==> src/hw/hsfs_defines.svh <==
// timing constants for the hot swap fault sequencer
// assumes a 20 MHz core clock; counts derive from nominal times
`ifndef HSFS_DEFINES_SVH
`define HSFS_DEFINES_SVH

`define HSFS_CLK_HZ 20000000
`define HSFS_T_FILT_US 1000
`define HSFS_T_THERM_US 12
`define HSFS_T_OC_US 3000
`define HSFS_T_DELAY_US 200000
`define HSFS_T_PGOOD_US 20000
`define HSFS_CYC(us) ((us) * (`HSFS_CLK_HZ / 1000000))
`define HSFS_N_FILT `HSFS_CYC(`HSFS_T_FILT_US)
`define HSFS_N_THERM `HSFS_CYC(`HSFS_T_THERM_US)
`define HSFS_N_OC `HSFS_CYC(`HSFS_T_OC_US)
`define HSFS_N_DELAY `HSFS_CYC(`HSFS_T_DELAY_US)
`define HSFS_N_PGOOD `HSFS_CYC(`HSFS_T_PGOOD_US)
`define HSFS_CNT_W 24
`define HSFS_RETRY_W 8

`endif

==> src/hw/hsfs_pkg.sv <==
// types for the hot swap fault sequencer
// used by hsfs_filter and hsfs_sequencer
package hsfs_pkg;
  typedef enum logic [2:0] {
    ST_HOLD = 3'b000,
    ST_DELAY = 3'b001,
    ST_RAMP = 3'b010,
    ST_PGWAIT = 3'b011,
    ST_NORMAL = 3'b100,
    ST_FAULT = 3'b101
  } hsfs_state_e;

  typedef struct packed {
    logic uv;
    logic ov;
    logic therm;
    logic oc;
    logic dis;
  } hsfs_ind_s;
endpackage

==> src/hw/hsfs_sequencer.sv <==
// hot swap start-up, retry and fault sequencer
// assumes analog indications arrive asynchronously on plain pins
`timescale 1ns/1ps
`include "hsfs_defines.svh"

// Notes on behaviour
// - uv and ov filtered for 1 ms
// - pass transistor only while supply in range
// - range checked during delay and always after
// - undervoltage: off, no power good, new delay
// - one 200 ms timer for start and retry
// - power good needs enhancement and normal state
// - power good asserted after 20 ms wait
// - shut-off over 1 ms drops power good
// - over-temperature over 12 us drops power good
// - uv or ov over 1 ms drops power good
// - overcurrent over 3 ms drops power good
// - two power good outputs, opposite polarity
// - start only once shut-off is inactive
// - shut-off clears retries, turns everything off
// - shut-off request filtered for 1 ms
// - release of shut-off restarts sequencing
// - after ov wait for 200 ms in range
// - after overheat wait until die cooled
// - overcurrent cleared inside window is forgiven
// - entering normal operation clears retry counter
module hsfs_sequencer
  import hsfs_pkg::*;
#(
  parameter int CNT_W = `HSFS_CNT_W,
  parameter logic [CNT_W-1:0] N_FILT = CNT_W'(`HSFS_N_FILT),
  parameter logic [CNT_W-1:0] N_THERM = CNT_W'(`HSFS_N_THERM),
  parameter logic [CNT_W-1:0] N_OC = CNT_W'(`HSFS_N_OC),
  parameter logic [CNT_W-1:0] N_DELAY = CNT_W'(`HSFS_N_DELAY),
  parameter logic [CNT_W-1:0] N_PGOOD = CNT_W'(`HSFS_N_PGOOD)
) (
  input wire logic clk,
  input wire logic reset,
  input wire logic undervolt_in,
  input wire logic overvolt_in,
  input wire logic overtemp_in,
  input wire logic overcurrent_in,
  input wire logic shutoff_in,
  input wire logic enhanced_in,
  output logic pass_enable,
  output logic power_ok_out_high,
  output logic power_ok_out_n,
  output logic [`HSFS_RETRY_W-1:0] retry_count
);
  // ------------------------------------------------------------
  // input synchronisers
  // ------------------------------------------------------------
  logic [5:0] meta_reg, meta_next, sync_reg, sync_next;

  always_comb begin
    meta_next = {enhanced_in, undervolt_in, overvolt_in, overtemp_in,
                 overcurrent_in, shutoff_in};
    sync_next = meta_reg;
  end

  always_ff @(posedge clk) begin
    if (reset) begin
      // shut-off reads active until its pin has been seen
      meta_reg <= 6'h01;
      sync_reg <= 6'h01;
    end else begin
      meta_reg <= meta_next;
      sync_reg <= sync_next;
    end
  end

  // ------------------------------------------------------------
  // persistence filters
  // ------------------------------------------------------------
  hsfs_ind_s flt;
  logic enh;
  logic uv_sync, ov_sync, therm_sync, oc_sync, dis_sync;

  // ------------------------------------------------------------
  // indication names
  // ------------------------------------------------------------
  assign enh = sync_reg[5];
  assign uv_sync = sync_reg[4];
  assign ov_sync = sync_reg[3];
  assign therm_sync = sync_reg[2];
  assign oc_sync = sync_reg[1];
  assign dis_sync = sync_reg[0];

  hsfs_filter #(.CNT_W(CNT_W), .LEN(N_FILT)) u_uv (
    .clk(clk),
    .reset(reset),
    .raw(uv_sync),
    .filt(flt.uv)
  );

  hsfs_filter #(.CNT_W(CNT_W), .LEN(N_FILT)) u_ov (
    .clk(clk),
    .reset(reset),
    .raw(ov_sync),
    .filt(flt.ov)
  );

  hsfs_filter #(.CNT_W(CNT_W), .LEN(N_THERM)) u_th (
    .clk(clk),
    .reset(reset),
    .raw(therm_sync),
    .filt(flt.therm)
  );

  hsfs_filter #(.CNT_W(CNT_W), .LEN(N_FILT)) u_dis (
    .clk(clk),
    .reset(reset),
    .raw(dis_sync),
    .filt(flt.dis)
  );

  // overcurrent is not a symmetric filter: clears at once
  logic [CNT_W-1:0] oc_cnt_reg, oc_cnt_next;
  logic oc_trip;

  always_comb begin
    oc_cnt_next = '0;
    if (oc_sync && oc_cnt_reg < N_OC) begin
      oc_cnt_next = oc_cnt_reg + 1'b1;
      // saturates so a long overload keeps the trip set
    end else if (oc_sync) begin
      oc_cnt_next = oc_cnt_reg;
    end
  end

  always_ff @(posedge clk) begin
    if (reset) begin
      oc_cnt_reg <= '0;
    end else begin
      oc_cnt_reg <= oc_cnt_next;
    end
  end

  assign oc_trip = (oc_cnt_reg >= N_OC);
  assign flt.oc = oc_trip;

  // ------------------------------------------------------------
  // sequencer
  // ------------------------------------------------------------
  hsfs_state_e state_reg, state_next;
  logic [CNT_W-1:0] tmr_reg, tmr_next;
  logic [`HSFS_RETRY_W-1:0] retry_reg, retry_next;
  logic pass_reg, pass_next;
  logic pg_reg, pg_next;
  logic pgn_reg, pgn_next;
  logic in_range, fault;
  logic hold_done, delay_done, pgood_done;

  // ------------------------------------------------------------
  // fault summary and interval ends
  // ------------------------------------------------------------
  assign in_range = !flt.uv && !flt.ov;
  assign fault = !in_range || flt.therm || flt.oc;
  assign hold_done = (tmr_reg >= N_FILT - 1'b1);
  assign delay_done = (tmr_reg >= N_DELAY - 1'b1);
  assign pgood_done = (tmr_reg >= N_PGOOD - 1'b1);

  // ------------------------------------------------------------
  // state sequencing
  // ------------------------------------------------------------
  always_comb begin
    state_next = state_reg;
    tmr_next = tmr_reg;
    case (state_reg)
      ST_HOLD: begin
        // leave only after the raw request also read inactive for a
        // full filter interval, so a request held from power-up never
        // lets a delay start before its filter has caught up
        if (flt.dis || dis_sync) begin
          tmr_next = '0;
        end else if (hold_done) begin
          tmr_next = '0;
          state_next = ST_DELAY;
        end else begin
          tmr_next = tmr_reg + 1'b1;
        end
      end
      ST_DELAY: begin
        // shared start-up and retry delay; range watched throughout
        if (!in_range || flt.therm) begin
          tmr_next = '0;
        end else if (delay_done) begin
          tmr_next = '0;
          state_next = ST_RAMP;
        end else begin
          tmr_next = tmr_reg + 1'b1;
        end
      end
      ST_RAMP: begin
        // pass device on, waiting for full enhancement
        tmr_next = '0;
        if (fault) begin
          state_next = ST_FAULT;
        end else if (enh) begin
          state_next = ST_PGWAIT;
        end
      end
      ST_PGWAIT: begin
        // losing enhancement sends the device back to wait for it
        if (fault || !enh) begin
          tmr_next = '0;
          state_next = fault ? ST_FAULT : ST_RAMP;
        end else if (pgood_done) begin
          tmr_next = '0;
          state_next = ST_NORMAL;
        end else begin
          tmr_next = tmr_reg + 1'b1;
        end
      end
      ST_NORMAL: begin
        // enhancement loss here only drops power good
        if (fault) begin
          state_next = ST_FAULT;
        end
      end
      ST_FAULT: begin
        // one cycle, then a fresh delay that holds while still too hot
        tmr_next = '0;
        state_next = ST_DELAY;
      end
      default: begin
        state_next = ST_HOLD;
        tmr_next = '0;
      end
    endcase
    if (flt.dis) begin
      state_next = ST_HOLD;
      tmr_next = '0;
    end
  end

  always_ff @(posedge clk) begin
    if (reset) begin
      state_reg <= ST_HOLD;
      tmr_reg <= '0;
    end else begin
      state_reg <= state_next;
      tmr_reg <= tmr_next;
    end
  end

  // ------------------------------------------------------------
  // retry counter
  // ------------------------------------------------------------
  // wraps at its width; there is no retry limit
  always_comb begin
    retry_next = retry_reg;
    if (flt.dis) begin
      retry_next = '0;
    end else if (state_reg == ST_PGWAIT && state_next == ST_NORMAL) begin
      retry_next = '0;
    end else if (state_reg == ST_FAULT) begin
      retry_next = retry_reg + 1'b1;
    end
  end

  always_ff @(posedge clk) begin
    if (reset) begin
      retry_reg <= '0;
    end else begin
      retry_reg <= retry_next;
    end
  end

  // ------------------------------------------------------------
  // output registers
  // ------------------------------------------------------------
  // decoded from the next state so each output lands with its state
  always_comb begin
    case (state_next)
      ST_RAMP, ST_PGWAIT, ST_NORMAL: begin
        pass_next = 1'b1;
      end
      default: begin
        pass_next = 1'b0;
      end
    endcase
    pg_next = (state_next == ST_NORMAL) && enh;
    pgn_next = !pg_next;
  end

  always_ff @(posedge clk) begin
    if (reset) begin
      pass_reg <= 1'b0;
      pg_reg <= 1'b0;
      pgn_reg <= 1'b1;
    end else begin
      pass_reg <= pass_next;
      pg_reg <= pg_next;
      pgn_reg <= pgn_next;
    end
  end

  // ------------------------------------------------------------
  // ports
  // ------------------------------------------------------------
  assign pass_enable = pass_reg;
  assign power_ok_out_high = pg_reg;
  assign power_ok_out_n = pgn_reg;
  assign retry_count = retry_reg;
endmodule

==> src/hw/hsfs_filter.sv <==
// persistence filter: output follows the input after it held steady
// assumes a synchronous input on clk
`timescale 1ns/1ps
module hsfs_filter
  import hsfs_pkg::*;
#(
  parameter int CNT_W = 24,
  parameter logic [CNT_W-1:0] LEN = 24'h00_0001
) (
  input wire logic clk,
  input wire logic reset,
  input wire logic raw,
  output logic filt
);
  logic [CNT_W-1:0] cnt_reg, cnt_next;
  logic filt_reg, filt_next;

  always_comb begin
    cnt_next = cnt_reg;
    filt_next = filt_reg;
    if (raw == filt_reg) begin
      cnt_next = '0;
    end else if (cnt_reg >= LEN - 1'b1) begin
      cnt_next = '0;
      filt_next = raw;
    end else begin
      cnt_next = cnt_reg + 1'b1;
    end
  end

  always_ff @(posedge clk) begin
    if (reset) begin
      cnt_reg <= '0;
      filt_reg <= 1'b0;
    end else begin
      cnt_reg <= cnt_next;
      filt_reg <= filt_next;
    end
  end

  assign filt = filt_reg;
endmodule

==> config.mk <==
export PLATFORM = sky130hd
export DESIGN_NAME = hsfs_sequencer
export DESIGN_NICKNAME = d
export VERILOG_FILES = /design/src/hw/hsfs_pkg.sv /design/src/hw/hsfs_sequencer.sv /design/src/hw/hsfs_filter.sv
export VERILOG_INCLUDE_DIRS = /design/src /design/src/hw
export SDC_FILE = /design/constraint.sdc
export NUM_CORES = 1
export LEC_CHECK = 0
export BUFFER_PORTS_ARGS = -buffer_cell sky130_fd_sc_hd__buf_2
export CAP_MARGIN = 20
export CORE_MARGIN = 2
export CORE_UTILIZATION = 50
export DETAILED_ROUTE_END_ITERATION = 12
export GPL_ROUTABILITY_DRIVEN = 1
export GPL_TIMING_DRIVEN = 0
export PLACE_DENSITY_LB_ADDON = 0.05
export SYNTH_ARGS = -nofsm -noshare
export SYNTH_HDL_FRONTEND = slang
export SYNTH_SLANG_ARGS = --single-unit
==> constraint.sdc <==
create_clock -name clk -period 3.05 [get_ports clk]
set_input_delay 0.305 -clock clk [delete_from_list [all_inputs] [get_ports clk]]
set_output_delay 0.305 -clock clk [all_outputs]
set_load 0.05 [all_outputs]
== After elaboration in Yosys (flattened, before gate mapping) ==
Index checks and enable logic that the tools add are counted.
Word-level totals
  register bits: 174
  bits of input ports: 8
  output and inout bits: 11
Operators by class
  add/subtract/negate cells: 7
  order comparisons: 9
  eq/ne operators: 13
  multiplexer cells: 22
  bitwise operators: 4
  reductions and logical operators: 25
Operators by type and width (number)
  24-bit two-way mux: 8
  24-bit by 1-bit adder with 24-bit output (second input constant): 6
  24-bit by 15-bit >= comparator with 1-bit output (second input constant): 4
  24-bit case mux with 4 select lines: 1
  3-bit two-way mux: 11
  24-bit by 16-bit >= comparator with 1-bit output (second input constant): 1
  24-bit by 19-bit >= comparator with 1-bit output (second input constant): 1
  24-bit by 22-bit >= comparator with 1-bit output (second input constant): 1
  24-bit by 8-bit >= comparator with 1-bit output (second input constant): 1
  24-bit by 16-bit < comparator with 1-bit output (second input constant): 1
  3-bit case mux with 6 select lines: 1
  3-bit OR reduction: 6
  3-bit by 2-bit == test with 1-bit output (second input constant): 4
  3-bit == test (second input constant): 3
  8-bit by 1-bit adder with 8-bit output (second input constant): 1
  2-bit AND reduction: 4
  1-bit logical NOT: 5
  1-bit == test: 4
  1-bit logical AND: 4
  1-bit logical OR: 4
  1-bit NOT: 4
  3-bit by 1-bit == test with 1-bit output (second input constant): 1
  3-bit logical NOT: 1
  2-bit by 1-bit inequality test with 1-bit output (second input constant): 1
  other kinds (2): 2

== Longest topological paths before layout ==
  word-level depth: 12
  depth in mapped cells: 9
  depth with buffers taken out: 7

== Hierarchy ==
A second synthesis with hierarchy kept.
Unflattened totals
  cells, all modules: 749
  area total of the unflattened synthesis: 6925.4 um^2
By module, submodules not included
  hsfs_sequencer: times used 1, cells each 387, area each 3300.7 um^2
  hsfs_filter (u_dis ...): times used 3, cells each 98, area each 938.4 um^2
  hsfs_filter (u_th): times used 1, cells each 68, area each 809.5 um^2

== Least setup slack after synthesis ==
No wires, ideal clock.
  path type: reg2reg
  start: register tmr_reg[13]
  end: register retry_reg[0] (netlist: retry_count[0])
  data arrival time: 2.149 ns
  data required time: 2.916 ns
  setup slack: 0.767 ns
  stages on the path, launching flop included: 8
  buffers on the path: 1
  clock period less this slack: 2.283 ns
  path through: dfxtp_1 > buf_2 > or4_1 > or4_4 > o211ai_4 > nand2b_1 > a21oi_2 > a211oi_1
Between the ends
  cells in the longest elaborated chain, start to end: 8
  elaborated cells on any way between the ends: 14
  classes of those cells: 3 x order compare; 1 x eq/ne; 8 x mux; 2 x reduce/logical
RTL lines
  start: declaration: RTL line hsfs_sequencer.sv:146  | logic [CNT_W-1:0] tmr_reg, tmr_next;
  start signal: assignment: RTL line hsfs_sequencer.sv:243  | tmr_reg <= tmr_next;
  24-bit by 19-bit >= comparator with 1-bit output, or another cell as far along: RTL line hsfs_sequencer.sv:161  | assign pgood_done = (tmr_reg >= N_PGOOD - 1'b1);
  3-bit two-way mux (on tied branches): RTL line hsfs_sequencer.sv:208, hsfs_sequencer.sv:176, hsfs_sequencer.sv:187
  3-bit two-way mux (on tied branches): RTL line hsfs_sequencer.sv:205, hsfs_sequencer.sv:174, hsfs_sequencer.sv:185
  3-bit case mux with 6 select lines *: RTL line hsfs_sequencer.sv:169  | case (state_reg)
  3-bit two-way mux *: RTL line hsfs_sequencer.sv:231  | if (flt.dis) begin
  3-bit == test *: RTL line hsfs_sequencer.sv:255  | end else if (state_reg == ST_PGWAIT && state_next == ST_NORMAL) begin
  1-bit logical AND *: RTL line hsfs_sequencer.sv:255
  3-bit OR reduction (no source line) *
  end signal: assignment: RTL line hsfs_sequencer.sv:266  | retry_reg <= retry_next;
  end: declaration: RTL line hsfs_sequencer.sv:147  | logic [`HSFS_RETRY_W-1:0] retry_reg, retry_next;
Every way passes the cells marked *; elsewhere a longest branch is shown, timed or not.
A chain may end at the register's enable or synchronous reset.

== Final worst setup path ==
  start: register tmr_reg[0]
  end: register tmr_reg[21]
Between the ends
  cells in the longest elaborated chain, start to end: 4
  elaborated cells on any way between the ends: 11
  classes of those cells: 1 x add/sub; 3 x order compare; 7 x mux
RTL lines (RTL line)
  24-bit by 1-bit adder with 24-bit output, or another cell as far along: hsfs_sequencer.sv:180, hsfs_sequencer.sv:191, hsfs_sequencer.sv:212
  24-bit two-way mux (on tied branches): hsfs_sequencer.sv:208, hsfs_sequencer.sv:176, hsfs_sequencer.sv:187
  24-bit two-way mux (on tied branches): hsfs_sequencer.sv:205, hsfs_sequencer.sv:174, hsfs_sequencer.sv:185
  24-bit case mux with 4 select lines *: hsfs_sequencer.sv:169
Marks and branches as above.

==> out/qor.yml <==
clocking:
  clk_pin_slew_ps: 70
  cts_resized: 0
  cts-root-buf: "clkbuf_16"
  clock-sinks: 174
  worstSkewPairLatency_ps: 420
  cts-htree-levels: 4
  cts_buffer_depth: 2
  cts_tree: "yes"
  cts_made_buffers: 17
  cts-hold-fix-buffers: 0
  cts_setup_buffers: 0
cells_and_area:
  final_nets: 844
  drive_gt1_share_pct: 8.333
  diodes: 0
  area_growth_pct: 15.17
grt:
  overflow: 0
  antenna_found_initial: 0
  grt_pass1_vias: 4973
  grt_max_degree: 19
  grt_pass1_wl_um: 22800
  grt_usage_pct: 19.44
sta:
  fmax_ghz: 0.3687
  setup_tns_ps: 0
  min_period_ps: 2712
  clock_skew_ps: 7.767
  slew_viol_final: 0
  rsz0062_at_grt: "false"
  slew_headroom_pct: 46.73
  timing.final.crit_share_pct: 88.93
  finalSetupViolCount: 0
  tightest_slew_ps: 791.8
  hold_viol: 0
flow_run:
  drv_cap: 0
power_and_ir_drop:
  cellLeakagePower_nw: 2.966
  p_int_mw: 3.423
  peakVddDrop_uv: 349.8
  netSwitchingFraction_pct: 23.20
  power.switching_mw: 1.034
  p_comb_share_pct: 1.7
  clock_power_share_pct: 46.1
  pwr-share-seq_pct: 52.2
  power.density_nw_per_um2: 564.6
  p_total_mw: 4.457
floorplan:
  die_width_um: 121.1
  rows: 42
  dieArea_sq_um: 14660
  coreArea_sq_um: 13300
  pin_count: 19
  initial_core_util_pct: 51.55
  chipHeight_um: 121.1
drt:
  num_vias: 5224
  wl_um: 13130
  drt_iter0_markers: 348
  routed_via_density: 5.142
  drc: 0
  first_pass_iters: 4
  wl_per_cell_um: 12.92
  ant_nets: 0
synthesis:
  synth-edff-count: 0
  synth-seq-cells: 174
  ys_warn_count: 0
  synth-seq-area-share_pct: 50.82
  mappedNetlistArea_sq_um: 6854
  synth_area_per_cell_sq_um: 9.163
  synth.distinct_cells: 63
  synth_top_area_cell: "dfxtp_1"
  syn_inst: 748
  synthArstFlopShare_pct: 0
  synth.area.top_cells: "dfxtp_1 51%, nor2_1 5.9%, xnor2_1 4.7%, xor2_1 4.1%, nand2_1 3.8%"
  yosysTopAreaCellShare_pct: 50.82
  ys.flop_type: "dfxtp_1"
setup_path:
  arrival_ps: 3050
  crit_required_ps: 3390
  rr_startpoint: "tmr_reg[0]"
  critPathMaxFanout: 9
  startpoint_type: "flip-flop"
  reg2reg_slack_ps: 340
  criticalPathCategory: "flip-flop to flip-flop"
  rr_worst_depth: 7
  worst_setup_path_end_kind: "flip-flop"
  r2r_end: "tmr_reg[21]"
min_path:
  hold_path.startpoint: "shutoff_in"
  hold_class: "input pin to flip-flop"
  whs_path_depth: 2
  min_to: "meta_reg[0]"
outcome:
  status: "completed"
place:
  portBuffers: 18
  dp_hpwl_um: 9248
  place_congestion: 0.9157
==> cell usage after synthesis, drive strengths merged (10+ instances only) <==
library cell and number:
a211oi 10, a21oi 12, and2 15, and3 20, clkbuf 26, dfxtp 174, inv 17, nand2 70
nand3 39, nand4 23, nor2 109, nor2b 17, nor3 16, nor4 19, o21ai 12, xnor2 37
xor2 32
==> cell type report <==
class | instances | area, sq um
fill | 1182 | 5401
sequential | 174 | 3483
multi-input combinational | 568 | 3329
clock buffer | 17 | 425.4
tap | 176 | 220.2
clock inverter | 15 | 146.4
buffer | 31 | 135.1
timing repair buffer | 18 | 90.09
inverter | 17 | 63.81
==> power groups by stage <==
stage          combinational, mW  clock (mW)  sequential [mW]
6_report                  0.0774        2.05             2.33
5_1_grt                   0.0892        2.21             2.33
4_1_cts                   0.0773        2.10             2.33
3_5_place_dp              0.0769           0             2.38
3_3_place_gp              0.0755           0             2.38
2_1_floorplan             0.0515           0             2.37
==> metal layers <==
metal  up-vias  part of all wire [%]  GRT usage, %
met5         -                     0             0
met4         0                   2.2         8.067
met3        23                   3.9         4.135
met2        82                    47         31.53
met1      2410                    47         25.12
li1       2709                     -             -
==> how the worst max path moves through the flow <==
stage                      startpoint        endpoint  slack [ps]  cells past startpoint
final                      tmr_reg[0]     tmr_reg[21]         340                      7
after global routing       tmr_reg[0]     tmr_reg[21]         180                      7
after CTS                  tmr_reg[0]     tmr_reg[21]         340                      7
after detailed placement   tmr_reg[0]     tmr_reg[21]         350                      7
after global placement     tmr_reg[0]     tmr_reg[21]         410                      7
after floorplan           tmr_reg[13]  retry_count[0]         770                      7
==> worst max-delay path, stage by stage, from the launching register on <==
cell and delay, ps:
dfxtp_1 360, ha_1 280, and4_1 270, a31oi_1 320
o211ai_4 160, nor3_2 680, o21ai_2 290, o31ai_1 270
==> metrics by stage <==
step	utilization (%)	cell area [sq um]	hold slack [ps]	std cells	setup slack (ps)
2_1_floorplan	-	7012	389.5	790	766.8
3_3_place_gp	55.07	7322	411.6	984	413.7
3_5_place_dp	55.07	7322	398.7	984	351.5
4_1_cts	59.37	7894	65.29	1016	337.7
5_1_grt	59.37	7894	73.67	1016	179.2
6_report	59.37	7894	83.63	1016	337.5
==> placed cells by master, fill, tap and decap left out, types with 17 or more instances in the layout <==
| cell type | Yosys | layout |
|---|---|---|
| and3_1 | 20 | 20 |
| buf_2 | 2 | 20 |
| clkbuf_1 | 25 | 25 |
| clkbuf_16 | 0 | 17 |
| conb_1 | 1 | 43 |
| dfxtp_1 | 174 | 174 |
| inv_1 | 17 | 17 |
| nand2_1 | 70 | 70 |
| nand3_1 | 39 | 39 |
| nand4_1 | 23 | 23 |
| nor2_1 | 108 | 108 |
| nor2b_1 | 17 | 17 |
| nor4_1 | 19 | 19 |
| xnor2_1 | 37 | 37 |
| xor2_1 | 32 | 32 |
==> cell families after synthesis <==
| family | share of synthesized area, % |
|---|---|
| AND/OR/NAND/NOR | 26.23 |
| flip-flops | 50.82 |
| AO/OA/AOI/OAI | 8.799 |
| XOR/XNOR | 8.817 |
| buffers and inverters | 2.902 |
| adder cells (fa/ha/maj) | 1.643 |
| multiplexers | 0.7302 |
| other | 0.05471 |
No activity file was read; power rests on OpenSTA's default activity.
